<file path="config.mk">
export PLATFORM = sky130hd
export DESIGN_NAME = arb_prio_select
export DESIGN_NICKNAME = d
export VERILOG_FILES = /design/src/inc/arb_prio_pkg.sv /design/src/arb_prio_select.sv
export VERILOG_INCLUDE_DIRS = /design/src /design/src/inc
export SDC_FILE = /design/constraint.sdc
export NUM_CORES = 1
export LEC_CHECK = 0
export ABC_AREA = 1
export BUFFER_PORTS_ARGS = -buffer_cell sky130_fd_sc_hd__buf_2
export CORE_MARGIN = 8
export CORE_UTILIZATION = 49
export CTS_CLUSTER_DIAMETER = 200
export DETAILED_ROUTE_END_ITERATION = 12
export GPL_TIMING_DRIVEN = 1
export PLACE_DENSITY = 0.85
export SKIP_LAST_GASP = 1
export SLEW_MARGIN = 20
export SYNTH_ARGS = -nofsm -noshare
export SYNTH_HDL_FRONTEND = slang
export SYNTH_SLANG_ARGS = --single-unit
</file>
<file path="constraint.sdc">
create_clock -name core_clk_i -period 6 [get_ports core_clk_i]
set_clock_uncertainty 0.05 [all_clocks]
set_input_delay 1.2 -clock core_clk_i [delete_from_list [all_inputs] [get_ports core_clk_i]]
set_output_delay 1.2 -clock core_clk_i [all_outputs]
set_load 0.02 [all_outputs]
</file>
<file path="src/inc/arb_prio_map.svh">
// register offsets, field positions and reset values of the arbiter
// priority selector; assumes inclusion by bare name from design files
`ifndef ARB_PRIO_MAP_SVH
`define ARB_PRIO_MAP_SVH
// register indices; byte address is four times the index
`define ARB_CTRL_IDX 8'h42
`define ARB_EXT_IDX 8'h43
// reset values
`define ARB_CTRL_RST 8'h04
`define ARB_EXT_RST 8'h00
// control register fields
`define ARB_ROT0_BIT 4
`define ARB_ROT1_BIT 5
`define ARB_ROT2_BIT 6
`define ARB_ROT3_BIT 7
`define ARB_FIX0_BIT 0
`define ARB_FIX1_BIT 1
`define ARB_FIX2A_BIT 2
`define ARB_FIX2B_BIT 3
// extension register field and writable mask
`define ARB_FIX3_BIT 0
`define ARB_EXT_MASK 8'h01
// group orders of bank 2
`define ARB_ORD_G0_G2_G1 2'h0
`define ARB_ORD_G1_G0_G2 2'h1
`define ARB_ORD_G2_G1_G0 2'h2
`define ARB_ORD_RSVD 2'h3
// requester index meaning no winner
`define ARB_NONE 3'h7
`endif

</file>
<file path="src/inc/arb_prio_pkg.sv">
// types shared by the arbiter priority selector
// assumes arb_prio_map.svh is on the include path
package arb_prio_pkg;
	// grant machine, gray along idle -> busy -> idle
	typedef enum logic {
		ST_IDLE = 1'b0,
		ST_BUSY = 1'b1
	} arb_state_e;
	typedef logic [5:0] req_vec_t;
	typedef logic [1:0] order_t;
	typedef logic [2:0] req_idx_t;
endpackage : arb_prio_pkg

</file>
<file path="src/arb_prio_select.sv">
// six-requester bus arbiter priority selector with wishbone registers
// assumes one clock, synchronous inputs, classic wishbone master
`timescale 1ns/1ps
`default_nettype none
`include "arb_prio_map.svh"

module arb_prio_select
	import arb_prio_pkg::*;
#(
	parameter int ADR_W = 10
) (
	// clock and reset
	input wire logic core_clk_i,
	input wire logic reset_i,
	// wishbone slave
	input wire logic wb_cyc_i,
	input wire logic wb_stb_i,
	input wire logic wb_we_i,
	input wire logic [ADR_W-1:0] wb_adr_i,
	input wire logic [3:0] wb_sel_i,
	input wire logic [31:0] wb_dat_i,
	output logic [31:0] wb_dat_o,
	output logic wb_ack_o,
	// requests, active high
	input wire logic bridge_own_request_i,
	input wire logic master0_request_i,
	input wire logic host_cpu_request_i,
	input wire logic master1_request_i,
	input wire logic master2_request_i,
	input wire logic master3_request_i,
	// grants, one-hot
	output logic bridge_own_grant_o,
	output logic master0_grant_o,
	output logic host_cpu_grant_o,
	output logic master1_grant_o,
	output logic master2_grant_o,
	output logic master3_grant_o
);
	import arb_prio_pkg::*;

	// refuse a bus too narrow for the register indices
	if (ADR_W < 10) begin : g_adr_chk
		$error("ADR_W must be at least 10");
	end

	// decoded word index of a byte address
	function automatic logic [7:0] word_idx(input logic [ADR_W-1:0] a);
		word_idx = a[9:2];
	endfunction : word_idx

	// group occupying a position in a bank 2 order
	function automatic logic [1:0] grp_at(input order_t o,
		input logic [1:0] pos);
		logic [5:0] tbl;
		tbl = 6'h00;
		case (o)
			`ARB_ORD_G1_G0_G2: tbl = {2'd2, 2'd0, 2'd1};
			`ARB_ORD_G2_G1_G0: tbl = {2'd0, 2'd1, 2'd2};
			default: tbl = {2'd1, 2'd2, 2'd0};
		endcase
		case (pos)
			2'd0: grp_at = tbl[1:0];
			2'd1: grp_at = tbl[3:2];
			default: grp_at = tbl[5:4];
		endcase
	endfunction : grp_at

	// registers
	logic [7:0] ctrl_q, ctrl_d;
	logic [7:0] ext_q, ext_d;
	logic ack_q, ack_d;
	logic [31:0] rdat_q, rdat_d;
	arb_state_e st_q, st_d;
	req_vec_t grant_q, grant_d;
	logic [2:0] tgl_q, tgl_d;
	order_t ord_q, ord_d;

	req_vec_t req;
	logic [2:0] gsel;
	logic [2:0] grot;
	order_t ord_eff;
	req_idx_t gwin [3];
	req_idx_t win;
	logic bus_req;
	logic bus_wr;
	logic [7:0] adr_idx;

	assign req = {master3_request_i, master2_request_i,
		master1_request_i, host_cpu_request_i,
		master0_request_i, bridge_own_request_i};
	assign bus_req = wb_cyc_i & wb_stb_i & ~ack_q;
	// a write lands at the edge where the master sees ack high
	assign bus_wr = wb_cyc_i & wb_stb_i & ack_q & wb_we_i & wb_sel_i[0];
	assign adr_idx = word_idx(wb_adr_i);

	// register access: one ack a cycle after the request
	always_comb begin
		ctrl_d = ctrl_q;
		ext_d = ext_q;
		ack_d = bus_req;
		rdat_d = 32'h0000_0000;
		if (bus_req && adr_idx == `ARB_CTRL_IDX) begin
			rdat_d[7:0] = ctrl_q;
		end
		if (bus_req && adr_idx == `ARB_EXT_IDX) begin
			rdat_d[7:0] = ext_q & `ARB_EXT_MASK;
		end
		if (bus_wr && adr_idx == `ARB_CTRL_IDX) begin
			ctrl_d = wb_dat_i[7:0];
		end
		if (bus_wr && adr_idx == `ARB_EXT_IDX) begin
			ext_d = wb_dat_i[7:0] & `ARB_EXT_MASK;
		end
	end

	always_ff @(posedge core_clk_i) begin
		if (reset_i) begin
			ctrl_q <= `ARB_CTRL_RST;
			ext_q <= `ARB_EXT_RST;
			ack_q <= 1'b0;
			rdat_q <= 32'h0000_0000;
		end else begin
			ctrl_q <= ctrl_d;
			ext_q <= ext_d;
			ack_q <= ack_d;
			rdat_q <= rdat_d;
		end
	end

	assign wb_ack_o = ack_q;
	assign wb_dat_o = rdat_q;

	// per-pair rotate enables and fixed selects
	assign grot = {ctrl_q[`ARB_ROT3_BIT], ctrl_q[`ARB_ROT1_BIT],
		ctrl_q[`ARB_ROT0_BIT]};
	// rotation overrides fixed order in each pair
	assign gsel[0] = grot[0] ? tgl_q[0] :
		ctrl_q[`ARB_FIX0_BIT];
	assign gsel[1] = grot[1] ? tgl_q[1] :
		ctrl_q[`ARB_FIX1_BIT];
	assign gsel[2] = grot[2] ? tgl_q[2] :
		ext_q[`ARB_FIX3_BIT];
	// bank 2 group order; reserved code falls back to order 00
	assign ord_eff = ctrl_q[`ARB_ROT2_BIT] ? ord_q :
		{ctrl_q[`ARB_FIX2B_BIT], ctrl_q[`ARB_FIX2A_BIT]};

	// winner of each pair: higher input, else lower
	for (genvar k = 0; k < 3; k++) begin : g_pair
		always_comb begin
			logic hi;
			logic lo;
			hi = gsel[k];
			lo = ~gsel[k];
			gwin[k] = `ARB_NONE;
			if (req[2*k+hi]) begin
				gwin[k] = 3'(2*k) + {2'b00, hi};
			end else if (req[2*k+lo]) begin
				gwin[k] = 3'(2*k) + {2'b00, lo};
			end
		end
	end

	// winner across groups in bank 2 order
	always_comb begin
		win = `ARB_NONE;
		for (int p = 2; p >= 0; p--) begin
			if (gwin[grp_at(ord_eff, 2'(p))] != `ARB_NONE) begin
				win = gwin[grp_at(ord_eff, 2'(p))];
			end
		end
	end

	// grant machine and rotation state
	always_comb begin
		st_d = st_q;
		grant_d = grant_q;
		tgl_d = tgl_q;
		ord_d = ord_q;
		case (st_q)
			ST_IDLE: begin
				if (win != `ARB_NONE) begin
					grant_d = req_vec_t'(6'h01 << win);
					st_d = ST_BUSY;
					// toggle a pair only when its higher input is served;
					// a lower input served alone leaves the rotation
					for (int k = 0; k < 3; k++) begin
						if (grot[k] && win[2:1] == 2'(k) &&
							win[0] == gsel[k]) begin
							tgl_d[k] = ~tgl_q[k];
						end
					end
					// bank 2 moves lowest group to the top
					if (ctrl_q[`ARB_ROT2_BIT]) begin
						case (ord_q)
							`ARB_ORD_G0_G2_G1: ord_d = `ARB_ORD_G1_G0_G2;
							`ARB_ORD_G1_G0_G2: ord_d = `ARB_ORD_G2_G1_G0;
							default: ord_d = `ARB_ORD_G0_G2_G1;
						endcase
					end
				end
			end
			ST_BUSY: begin
				// hold the grant while its owner still requests
				if ((req & grant_q) == 6'h00) begin
					grant_d = 6'h00;
					st_d = ST_IDLE;
				end
			end
			default: begin
				grant_d = 6'h00;
				st_d = ST_IDLE;
			end
		endcase
	end

	always_ff @(posedge core_clk_i) begin
		if (reset_i) begin
			st_q <= ST_IDLE;
			grant_q <= 6'h00;
			tgl_q <= 3'h0;
			ord_q <= `ARB_ORD_G0_G2_G1;
		end else begin
			st_q <= st_d;
			grant_q <= grant_d;
			tgl_q <= tgl_d;
			ord_q <= ord_d;
		end
	end

	// grant outputs straight from the grant register
	assign bridge_own_grant_o = grant_q[0];
	assign master0_grant_o = grant_q[1];
	assign host_cpu_grant_o = grant_q[2];
	assign master1_grant_o = grant_q[3];
	assign master2_grant_o = grant_q[4];
	assign master3_grant_o = grant_q[5];

	logic new_gnt;
	assign new_gnt = st_q == ST_IDLE && win != `ARB_NONE;
endmodule : arb_prio_select
`default_nettype wire

</file>
# Yosys cells after proc, flatten, opt, wreduce, memory -nomap -nowiden
# Index checks and enable logic that the tools add are counted.
# op_classes
addsub	8
order_cmp	12
n_eq_ne	16
shifts	1
mux	56
bitwise	21
n_reduce_logical	19
# op_table
operator	n
$mux 3	21
$bmux 3 s2	6
$pmux 6 s2	2
$ge 3x3->1 const B	6
$not 2->3	6
$eq 8x7->1 const B	2
$mux 1	15
$add 2x1->3 const A	4
$bmux 1 s3	4
$mux 6	2
$ne 3x3->1 const B	4
$reduce_and 3->1	4
$logic_and 1x1->1	10
$not 1->1	9
$add 3x1->4 const A	2
$lt 1x4->1 const B	2
$lt 3x4->1 const B	2
$lt 4x4->1 const B	2
$mux 2	4
$add 3x1->3 const A	2
$and 6x6->6	1
$eq 2x1->1 const B	3
$logic_not 6->1	1
$shl 1x3->6 const A	1
10 further kinds	18
# totals
regBits	54
in_bits	57
out_inout_bits	39
word_cells	145

# Logic depth before layout (Yosys ltp)
# logic_depth
ltp_word	23
mapped_depth	20
mapped_depth_nobuf	20

# Worst setup path before layout
# Ideal clock, no wire load.
# synth_timing
kind	input to register
start	input wb_adr_i[5]
end	register ctrl_q[5]
setup_time_ps	128
t_arrival_ps	2475
setup_slack_ps	3347
cell_stages	6
n_path_buf	1
cell_sequence	or2_2 > nor4b_1 > nand2_1 > clkbuf_1 > o21ai_0 > a21oi_1
# synth_between
elab_chain_cells	2
# synth_lines
element	line	source
from (decl)	arb_prio_select.sv:19	input wire logic [ADR_W-1:0] wb_adr_i,
$eq 8x7->1 (no line)	-	
$logic_and 1x1->1 (no line)	-	
to (signal assigned)	arb_prio_select.sv:118	ctrl_q <= `ARB_CTRL_RST;
to (signal assigned)	arb_prio_select.sv:123	ctrl_q <= ctrl_d;
to (decl)	arb_prio_select.sv:69	logic [7:0] ctrl_q, ctrl_d;
# Every way passes these cells.
# A chain may end at the register's enable or synchronous reset.

# Worst setup path after layout
# layout_timing
start	register ctrl_q[6]
end	register tgl_q[2]
# layout_between
elab_chain_cells	15
elab_cells_between_ends	43
cone_classes	eq/ne: 8; mux: 26; bitwise: 6; reduce/logical: 3
# layout_lines
element	line	source
$mux 2 (*)	arb_prio_select.sv:144	assign ord_eff = ctrl_q[`ARB_ROT2_BIT] ? ord_q :
$eq 2x2->1 or $eq 2x1->1 (tied branches)	arb_prio_select.sv:56	case (o)
$pmux 6 s2 (*)	arb_prio_select.sv:56	
$not 2->3 (not written as such) or $mux 2 (tied branches)	arb_prio_select.sv:167	if (gwin[grp_at(ord_eff, 2'(p))] != `ARB_NONE) begin
$bmux 3 s2 or $not 2->3 (tied branches)	arb_prio_select.sv:167, arb_prio_select.sv:168	
$mux 3 (not written as such) or $bmux 3 s2 (tied branches)	arb_prio_select.sv:167, arb_prio_select.sv:168	
$mux 3, on equally long branches	arb_prio_select.sv:167, arb_prio_select.sv:168	
$ne 3x3->1 (no line) or $mux 3 (tied branches)	-	
$mux 3 (2 in a row)	arb_prio_select.sv:167	
$mux 3 (*)	arb_prio_select.sv:167	
$eq 2x2->1	arb_prio_select.sv:187	if (grot[k] && win[2:1] == 2'(k) &&
$logic_and 1x1->1 (2 in a row)	arb_prio_select.sv:187	
$reduce_and 3->1 (no line) (*)	-	
to (signal assigned)	arb_prio_select.sv:225	tgl_q <= tgl_d;
to (decl)	arb_prio_select.sv:75	logic [2:0] tgl_q, tgl_d;
# Mark *: on every way between the ends. The rest lies on a longest branch, timed or not. The select of a mux whose other input is x is not followed.

==> metrics.cfg <==
[worst_hold_path]
min_to = wb_dat_o[2]
min_path_cells = 2
worstHoldStart = ctrl_q[2]
min_path_type = register to register

[finish]
drive_above_1_share = 0.235
diodes = 0
area_growth_pct = 16.0
final_cell_mix = 64 x nand2_1, 42 x buf_2, 30 x nor2_1, 30 x dfxtp_1
final_cell_area_sq_um = 2170
nNetsFinal = 382
final_common_cell = nand2_1
stdcell_count = 372

[setup_path]
cp_max_fo = 7
r2r-end = tgl_q[2]
rrSetupSlack_ns = 3.14
cp-start-kind = register
timing.rr.start = ctrl_q[6]
slowest_stage = dfxtp_1
cp-end-kind = register
max_stage_delay_ns = 0.33
path_cells = inv_1 > or2_2 > o21ai_0 > inv_1 > ha_1 > inv_1 > a21oi_1 > nor2_1 > nand3_2 > nor2_4 > nand2_1 > nand2_1 > nand2_1 > nand2_4 > nand3_1 > nand2_1 > nor2_1
reg2regPathDepth = 17
critPathKind = register to register
critPathArrivalTime_ns = 2.99
cp_common_cell = nand2_1
crit_required_ns = 6.12

[power_and_ir_drop]
leakage_nw = 1.06
total_power_mw = 0.518
irDropWorstVdd_mv = 0.169
seq_power_share = 0.392
combPwrFrac = 0.121
intPower_mw = 0.396
power.switching_mw = 0.121
swShare = 0.235
power.density_nw_per_um2 = 239
clkPwrFrac = 0.487

[die]
coreArea_sq_um = 3660
die_area_sq_um = 6040
die_w_microns = 77.7
die_height_microns = 77.7
num_rows = 22
io_pins = 96
initial_utilization = 0.510

[clocking]
clock-sinks = 30
root_buffer = clkbuf_8
cts_buffers = 5
clock_latency_ns = 0.28
post_cts_buffers = 0
cts_tree = yes
clock_path_buffers = 2
cts-hold-fix-buffers = 0
cts-htree-levels = 2
post_cts_resized = 0
clk_pin_slew_ns = 0.06

[grt]
grtUsageTotal = 0.146
grt_antenna_before_repair = 0
grt_pass1_vias = 1783
overflow = 0
grt_pass1_wl_microns = 7540
grt_max_degree = 16

[synth]
postSynthAreaPerCell_sq_um = 6.69
synthesis.area_sq_um = 1870
netlist_instances = 279
ys_warn_count = 0
synth_compound_area_frac = 0.101
synth_mux_area_frac = 0
synthAdderAreaFrac = 0.0134
synth_top_family_by_area = simple AND/OR/NAND/NOR gates
synthSimpleGateAreaFrac = 0.392
ys_ff_latch = 30
synth_xor_area_frac = 0
ys_types = 27
yosysSeqAreaShare = 0.322

[timing]
finalCritPeriodShare = 0.477
slew_violations = 0
worst_pin_slew_ns = 0.490
fmax_ghz = 0.349
hold_violations = 0
finalSetupViolCount = 0
grt_setup_unrepaired = no
max-slew-margin-rel = 0.668
layout_min_cycle_time_ns = 2.86
fin_hold_ws_ns = 0.404
tns_ns = 0

[placement]
io_buffers = 42
gp_congestion = 0.953
placed_area_sq_um = 2020
hpwl_microns = 3510
place_inst = 364

[route]
drt-pass1-iter-count = 4
post_drt_wl_per_cell_microns = 11.7
drc = 0
drtIter0Drc = 62
antenna_left = 0
vias = 1840
viasPerCell = 4.95
wl_microns = 4360

[outcome]
status = finished, final reports clean

[job]
maxCapViolations = 0

[flip-flops by register name (all words and copies together), names as in the netlist]
register,count
tgl_q,3
ctrl_q,8
ext_q,1
ord_q,2
wb_ack_o,1
wb_dat_o,8
grant_q,6
st_q,1
[synthesized netlist by cell type, drive strengths merged]
library cell   n  area, sq um
nand2         74          318
nand4          3         18.8
a21oi         22          110
a221oi         1         8.76
clkbuf         2         7.51
inv           31          116
ha             2         25.0
nor3           3         15.0
nor4b          1         8.76
dfxtp         30          601
conb           1         3.75
nand3         33          215
buf           26          193
or2            3         18.8
o21ai         14         70.1
nand3b         1         7.51
nor2          32          130
[worst max path at each step]
stage	startpoint	end	slack, ns
floorplan	wb_adr_i[5]	ctrl_q[5]	3.35
global placement	master3_request_i	tgl_q[2]	3.04
detailed placement	master3_request_i	tgl_q[2]	3.02
CTS	ctrl_q[6]	tgl_q[2]	3.12
global route	ctrl_q[6]	tgl_q[2]	2.86
finish	ctrl_q[6]	tgl_q[2]	3.14
[cell type report]
| class | count | area (sq um) |
|---|---|---|
| timing repair buffer | 42 | 210 |
| sequential | 30 | 601 |
| tap | 48 | 60.1 |
| clock buffer | 6 | 82.6 |
| clock inverter | 2 | 60.1 |
| fill | 344 | 1500 |
| multi-input combinational | 213 | 1040 |
| inverter | 31 | 116 |
[stage by stage]
stage	setup WS (ns)	util
after global routing	2.86	0.592
after detailed placement	3.02	0.553
after global placement	3.04	0.553
final	3.14	0.592
after CTS	3.12	0.592
after floorplan	3.35	-
[critical path, delay by kind of cell, from the launching register on]
| family | cells | cell delay, ns |
|---|---|---|
| buf+inv | 3 | 0.34 |
| compound gates | 2 | 0.24 |
| flops | 1 | 0.33 |
| simple gates | 11 | 1.50 |
| fa+ha+maj | 1 | 0.29 |
[cells by family after synthesis]
group                    count (synthesis)
other                                    1
buffers and inverters                   59
AND/OR/NAND/NOR                        150
flip-flops                              30
AO/OA/AOI/OAI                           37
adder cells (fa/ha/maj)                  2
[metal layers]
layer / GRT usage / part of all wire / wire [microns]
met1: 0.162 / 0.40 / 1730
met2: 0.258 / 0.51 / 2230
met3: 0.0334 / 0.081 / 353
met4: 0.0660 / 0.010 / 45
met5: 0 / 0 / 0
[power by group through the flow]
stage	logic, mW	clock network [mW]	registers (mW)
finish	0.0626	0.252	0.203
floorplan	0.0544	0	0.209
global route	0.0686	0.264	0.203
detailed placement	0.0610	0	0.208
global placement	0.0604	0	0.208
CTS	0.0619	0.253	0.203
Power figures use the tool's default switching activity.
